===== config.mk =====
export PLATFORM = sky130hd
export DESIGN_NAME = dhsa_alu
export DESIGN_NICKNAME = d
export VERILOG_FILES = /design/src/dhsa_lane.v /design/src/dhsa_alu.v
export VERILOG_INCLUDE_DIRS = /design/src
export SDC_FILE = /design/constraint.sdc
export NUM_CORES = 2
export LEC_CHECK = 0
export BUFFER_PORTS_ARGS = -buffer_cell sky130_fd_sc_hd__buf_2
export CORE_ASPECT_RATIO = 1.75
export CORE_MARGIN = 8
export CORE_UTILIZATION = 39
export DETAILED_ROUTE_END_ITERATION = 10
export PLACE_DENSITY = 0.63
export SLEW_MARGIN = 30
export SYNTH_ARGS = -nofsm -noshare
export SYNTH_HDL_FRONTEND = slang
export SYNTH_SLANG_ARGS = --single-unit

===== constraint.sdc =====
create_clock -name CLOCK_I -period 7.8 [get_ports CLOCK_I]
set_input_delay 0.39 -clock CLOCK_I [delete_from_list [all_inputs] [get_ports CLOCK_I]]
set_output_delay 0.39 -clock CLOCK_I [all_outputs]
set_load 0.02 [all_outputs]

===== src/dhsa_map.vh =====
`ifndef DHSA_MAP_VH
`define DHSA_MAP_VH
// ************************************************************
// operation codes
// ************************************************************
`define DHSA_OP_ADD 8'h46
`define DHSA_OP_SUB 8'h47
`define DHSA_OP_ABS 8'h48
// multiply code is not known; a parameter default is used instead
`define DHSA_OP_MUL_DEFAULT 8'h00
// ************************************************************
// timing and layout
// ************************************************************
`define DHSA_LATENCY 2
`define DHSA_SLOT_A 3'h1
`define DHSA_SLOT_B 3'h3
`define DHSA_HI_MSB 31
`define DHSA_HI_LSB 16
`define DHSA_LO_MSB 15
`define DHSA_LO_LSB 0
`define DHSA_SAT_MAX 16'h7FFF
`define DHSA_SAT_MIN 16'h8000
`define DHSA_SEL_ADD 2'h0
`define DHSA_SEL_SUB 2'h1
`define DHSA_SEL_MUL 2'h2
`define DHSA_SEL_ABS 2'h3
`endif


===== src/dhsa_lane.v =====
`include "dhsa_map.vh"
`default_nettype none
// ************************************************************
// one saturating halfword lane, purely combinational
// ************************************************************
module dhsa_lane (
  // operands
  input wire [15:0] a_i,
  input wire [15:0] b_i,
  input wire [1:0] sel_i,
  // result
  output reg [15:0] res_o
);
  wire signed [31:0] a_ext;
  wire signed [31:0] b_ext;
  reg signed [31:0] tmp;
  assign a_ext = {{16{a_i[15]}}, a_i};
  assign b_ext = {{16{b_i[15]}}, b_i};
  always @* begin
    case (sel_i)
      `DHSA_SEL_ADD: tmp = a_ext + b_ext;
      `DHSA_SEL_SUB: tmp = a_ext - b_ext;
      `DHSA_SEL_MUL: tmp = a_ext * b_ext;
      // abs works on the second operand; first is the zero constant
      `DHSA_SEL_ABS: tmp = b_ext[31] ? (32'sh0 - b_ext) : b_ext;
      default: tmp = 32'sh0;
    endcase
    // 32-bit intermediate cannot wrap for 16x16 products
    if (tmp > $signed({16'h0000, `DHSA_SAT_MAX})) begin
      res_o = `DHSA_SAT_MAX;
    end else if (tmp < $signed({16'hFFFF, `DHSA_SAT_MIN})) begin
      res_o = `DHSA_SAT_MIN;
    end else begin
      res_o = tmp[15:0];
    end
  end
endmodule // dhsa_lane
`default_nettype wire


===== src/dhsa_alu.v =====
`include "dhsa_map.vh"
`default_nettype none
module dhsa_alu #(
  parameter [7:0] OP_MUL = `DHSA_OP_MUL_DEFAULT
) (
  // clock and reset
  input wire CLOCK_I,
  input wire RST_N_I,
  // issue
  input wire ISSUE_VALID_I,
  input wire [2:0] ISSUE_SLOT_I,
  input wire [7:0] OPCODE_I,
  input wire [4:0] DEST_IDX_I,
  input wire GUARD_PRESENT_I,
  input wire [31:0] GUARD_I,
  input wire [31:0] FIRST_SOURCE_OPERAND_I,
  input wire [31:0] SECOND_SOURCE_OPERAND_I,
  // write-back
  output reg WB_EN_O,
  output reg [4:0] WB_IDX_O,
  output reg [31:0] WB_DATA_O
);
  // ************************************************************
  // local constants
  // ************************************************************
  localparam [7:0] OP_ADD = `DHSA_OP_ADD;
  localparam [7:0] OP_SUB = `DHSA_OP_SUB;
  localparam [7:0] OP_ABS = `DHSA_OP_ABS;

  localparam [2:0] SLOT_A = `DHSA_SLOT_A;
  localparam [2:0] SLOT_B = `DHSA_SLOT_B;

  localparam [1:0] SEL_ADD = `DHSA_SEL_ADD;
  localparam [1:0] SEL_SUB = `DHSA_SEL_SUB;
  localparam [1:0] SEL_MUL = `DHSA_SEL_MUL;
  localparam [1:0] SEL_ABS = `DHSA_SEL_ABS;

  localparam [4:0] IDX_RESET = 5'h00;
  localparam [31:0] DATA_RESET = 32'h00000000;
  localparam [15:0] HALF_RESET = 16'h0000;

  // ************************************************************
  // issue fields
  // ************************************************************
  wire issue_valid;
  wire [2:0] issue_slot;
  wire [7:0] opcode;
  wire [4:0] dest_idx;
  wire guard_present;
  wire guard_bit;

  wire [15:0] first_hi;
  wire [15:0] first_lo;
  wire [15:0] second_hi;
  wire [15:0] second_lo;

  assign issue_valid = ISSUE_VALID_I;
  assign issue_slot = ISSUE_SLOT_I;
  assign opcode = OPCODE_I;
  assign dest_idx = DEST_IDX_I;
  assign guard_present = GUARD_PRESENT_I;
  // only bit 0 of the guard matters; the upper bits are ignored
  assign guard_bit = GUARD_I[0];

  assign first_hi = FIRST_SOURCE_OPERAND_I[`DHSA_HI_MSB:`DHSA_HI_LSB];
  assign first_lo = FIRST_SOURCE_OPERAND_I[`DHSA_LO_MSB:`DHSA_LO_LSB];
  assign second_hi = SECOND_SOURCE_OPERAND_I[`DHSA_HI_MSB:`DHSA_HI_LSB];
  assign second_lo = SECOND_SOURCE_OPERAND_I[`DHSA_LO_MSB:`DHSA_LO_LSB];

  // ************************************************************
  // decode
  // ************************************************************
  wire is_add;
  wire is_sub;
  wire is_abs;
  wire is_mul;
  wire known;

  wire slot_a;
  wire slot_b;
  wire slot_ok;

  wire guard_ok;
  wire accept;

  reg [1:0] sel;

  assign is_add = (opcode == OP_ADD);
  assign is_sub = (opcode == OP_SUB);
  assign is_abs = (opcode == OP_ABS);
  assign is_mul = (opcode == OP_MUL);
  assign known = is_add || is_sub || is_abs || is_mul;

  // only two of the issue slots feed this unit
  assign slot_a = (issue_slot == SLOT_A);
  assign slot_b = (issue_slot == SLOT_B);
  assign slot_ok = slot_a || slot_b;

  assign guard_ok = !guard_present || guard_bit;

  // bad slot or unknown code is dropped silently, as is a false guard
  assign accept = issue_valid && known && slot_ok && guard_ok;

  // fixed codes win if the multiply code is set to collide with one
  always @* begin
    sel = SEL_MUL;
    if (is_add) begin
      sel = SEL_ADD;
    end else if (is_sub) begin
      sel = SEL_SUB;
    end else if (is_abs) begin
      sel = SEL_ABS;
    end
  end

  // ************************************************************
  // lanes: separate instances, so no carry crosses bit 16
  // ************************************************************
  wire [15:0] hi_res;
  wire [15:0] lo_res;

  // abs ignores the first operand; the scheduler passes zero there
  dhsa_lane u_hi (
    .a_i(first_hi),
    .b_i(second_hi),
    .sel_i(sel),
    .res_o(hi_res)
  );

  dhsa_lane u_lo (
    .a_i(first_lo),
    .b_i(second_lo),
    .sel_i(sel),
    .res_o(lo_res)
  );

  // ************************************************************
  // stage one: lane results captured at the issue edge
  // ************************************************************
  reg s1_en_d;
  reg s1_en_q;

  reg [4:0] s1_idx_d;
  reg [4:0] s1_idx_q;
  reg [15:0] s1_hi_d;
  reg [15:0] s1_hi_q;
  reg [15:0] s1_lo_d;
  reg [15:0] s1_lo_q;

  // a refused op must not disturb the captured values
  always @* begin
    s1_en_d = accept;
    s1_idx_d = s1_idx_q;
    s1_hi_d = s1_hi_q;
    s1_lo_d = s1_lo_q;
    if (accept) begin
      s1_idx_d = dest_idx;
      s1_hi_d = hi_res;
      s1_lo_d = lo_res;
    end
  end

  always @(posedge CLOCK_I) begin
    if (!RST_N_I) begin
      s1_en_q <= 1'b0;
      s1_idx_q <= IDX_RESET;
      s1_hi_q <= HALF_RESET;
      s1_lo_q <= HALF_RESET;
    end else begin
      s1_en_q <= s1_en_d;
      s1_idx_q <= s1_idx_d;
      s1_hi_q <= s1_hi_d;
      s1_lo_q <= s1_lo_d;
    end
  end

  // ************************************************************
  // stage two: write-back, two edges after issue
  // ************************************************************
  reg wb_en_d;

  reg [4:0] wb_idx_d;
  reg [31:0] wb_data_d;

  // index and data hold between pulses; only the enable is a strobe
  always @* begin
    wb_en_d = s1_en_q;
    wb_idx_d = WB_IDX_O;
    wb_data_d = WB_DATA_O;
    if (s1_en_q) begin
      wb_idx_d = s1_idx_q;
      wb_data_d = {s1_hi_q, s1_lo_q};
    end
  end

  always @(posedge CLOCK_I) begin
    if (!RST_N_I) begin
      WB_EN_O <= 1'b0;
      WB_IDX_O <= IDX_RESET;
      WB_DATA_O <= DATA_RESET;
    end else begin
      WB_EN_O <= wb_en_d;
      WB_IDX_O <= wb_idx_d;
      WB_DATA_O <= wb_data_d;
    end
  end

endmodule // dhsa_alu
`default_nettype wire


==> metrics.yaml <==
whs_path_depth: 3
cts_buffers: 9
die_h_um: 368
hp-class: "in2reg"
outcome: "finished, final reports clean"
hold_viol_final: 0
synth_compound_area_frac: 0.128
synth_mux_area_frac: 0.0196
cts_resized: 0
start_kind: "primary input"
crit_buf_inv: 6
rsz0062_at_grt: "no"
whs_endpoint: "s1_idx_q[1]$_SDFFE_PN0P_"
dieArea_um2: 80100
crit_top_cell: "fa_1"
cp_slowest_cell: "fa_1"
drc: 0
fmax_mhz: 137
start_util: 0.392
grt_overflow: 0
fin_crit_ns: 7.28
grt_start_max_net_pins: 77
grt_pass1_wl_um: 136000
core_um2: 70500
area_growth_pct: 8.29
via_per_inst: 5.38
postSynthAreaPerCell_um2: 8.56
hpwl_um: 72500
nNetsFinal: 4202
fillers: 7143
synthSimpleGateAreaFrac: 0.164
io_buffers: 121
synth_flop_cell: "dfxtp_1"
setup_tns_ns: 0
path_clk_slew_ns: 0.06
finalCritPeriodShare: 0.933
ys_seq_elements: 76
met1_usage: 0.222
synth_top_family_by_area: "adder cells"
final_cell_mix: "inv_1, fa_1, nand2_1"
grt_antenna_before_repair: 3
syn_nets: 4109
antenna_left: 0
num_io_pins: 154
root_buffer: "clkbuf_16"
grt_use_total: 0.215
synthArstFlopShare: 0
clockBufferDepth: 2
ys_seq_area_frac: 0.0550
holdBufCountCts: 0
rrSetupSlack_ns: 6.28
met2_usage: 0.425
drive_above_1_share: 0.0967
htreeDepth: 3
gp_congestion: 0.972
max_stage_delay_ns: 0.71
min_from: "DEST_IDX_I[1]"
slew_violations: 0
tightestPinTransition_ns: 1.03
max_cap_viol_count: 0
cp_max_fo: 15
grt_use_met3: 0.0216
dr.pass1.iters: 5
synth_xor_area_frac: 0.0348
routed_wl_um: 85600
yosysWarnings: 0
r2r-end: "WB_DATA_O[20]$_SDFFE_PN0P_"
ys_types: 97
die_w_um: 217
netlist_area_um2: 27700
cts_tree: "yes"
r2r-start: "s1_en_q$_SDFF_PN0_"
critical_path_class: "in2reg"
synth_fa_ha_area_frac: 0.487
preCtsSetupSlack_ns: 0.138
synthCells: 3233
path_depth: 24
setup_viol: 0
cts.sinks: 76
rows: 129
rr_worst_depth: 3
drtIter0Drc: 1107
cp_top_family: "adder cells"
finalClockSkew_ns: 0.00805
worstPathArrival_ns: 7.54
cts_setup_buffers: 0
clk-insertion-delay-late_ns: 0.33
setup_ws_ns: 0.523
cp-end-kind: "register"
synth_edf_count: 0
wl_per_cell_um: 20.1
busiest_layer: "met2"
final_common_cell: "inv_1"
vias: 22800
slew_headroom: 0.306
critPathRequiredTime_ns: 8.06
path_cells: "buf_2 > inv_1 > nor2_1 > inv_1 > fa_1 > inv_1 > fa_1 > buf_4 > fa_1 > fa_1 > fa_1 > fa_1 > ha_1 > nand3_1 > or4_1 > nor4_1 > a21oi_1 > xnor2_1 > nand3_1 > o41a_1 > o21ai_2 > buf_12 > o2111ai_1 > a21oi_1"
grt_pass1_vias: 24900
[worst max path at each step]
| stage | start | to |
|---|---|---|
| after detailed placement | FIRST_SOURCE_OPERAND_I[15] | s1_lo_q[11]$_SDFFE_PN0P_ |
| final | FIRST_SOURCE_OPERAND_I[15] | s1_lo_q[13]$_SDFFE_PN0P_ |
| after CTS | FIRST_SOURCE_OPERAND_I[15] | s1_lo_q[11]$_SDFFE_PN0P_ |
| after global routing | FIRST_SOURCE_OPERAND_I[15] | s1_lo_q[13]$_SDFFE_PN0P_ |
| after floorplan | SECOND_SOURCE_OPERAND_I[3] | s1_lo_q[11]$_SDFFE_PN0P_ |
| after global placement | FIRST_SOURCE_OPERAND_I[15] | s1_lo_q[11]$_SDFFE_PN0P_ |
[metrics by stage]
stage / area, µm² / util / std cells / hold WS, ns
floorplan: 27700 / - / 3233 / 0.481
global placement: 29700 / 0.421 / 4232 / 0.491
detailed placement: 29700 / 0.421 / 4232 / 0.498
CTS: 30000 / 0.425 / 4248 / 0.317
global route: 30000 / 0.425 / 4248 / 0.324
finish: 30000 / 0.425 / 4249 / 0.331
[synth_stat cells (24+ instances only)]
cell type,count,area share
nand3_1,32,0.0058
nor3_1,42,0.0076
a21oi_1,114,0.021
dfxtp_1,76,0.055
a211oi_1,24,0.0065
nor2b_1,53,0.012
inv_1,658,0.089
xnor2_1,90,0.028
clkbuf_1,129,0.017
fa_1,528,0.38
o21ai_0,117,0.021
mux2i_1,53,0.019
ha_1,232,0.10
nand2_1,303,0.041
nor2_1,153,0.021
and2_1,199,0.045
[metal layers]
metal,share of wire,vias to the layer above
met1,0.35,11500
met3,0.043,236
met5,0.00027,-
met4,0.053,4
li1,-,10400
met2,0.56,697
[sequential cells by signal, indices dropped and copies added, names as in the netlist]
register   count
s1_en_q        1
WB_IDX_O       5
WB_EN_O        1
s1_lo_q       16
s1_idx_q       5
s1_hi_q       16
WB_DATA_O     32
[kinds of logic (layout without fill, tap and decap cells)]
logic type,Yosys count,in the layout
AND/OR/NAND/NOR,910,910
adder cells (fa/ha/maj),760,760
AO/OA/AOI/OAI,514,514
buffers and inverters,809,907
multiplexers,54,54
other,0,1
flip-flops,76,76
XOR/XNOR,110,110
[tightest hold or removal path: stages]
cell and delay (ns):
buf_2 0.07, mux2i_1 0.06, nor2b_1 0.09
[area by class of cell]
| cell class | instances | area (µm²) | area share |
|---|---|---|---|
| multi-input cells | 2348 | 23100 | 0.769 |
| clock buffers | 13 | 260 | 0.00868 |
| diodes | 1 | 2.50 | 0.0000835 |
| flip-flops and latches | 76 | 1520 | 0.0508 |
| clock inverters | 3 | 21.3 | 0.000710 |
| well taps | 917 | 1150 | 0.0383 |
| repair buffers | 233 | 1500 | 0.0500 |
| inverters | 658 | 2470 | 0.0824 |
Power is left out: the tool's default activity adds up to more than one toggle a clock period on the data nets, which glitch-free logic cannot reach.
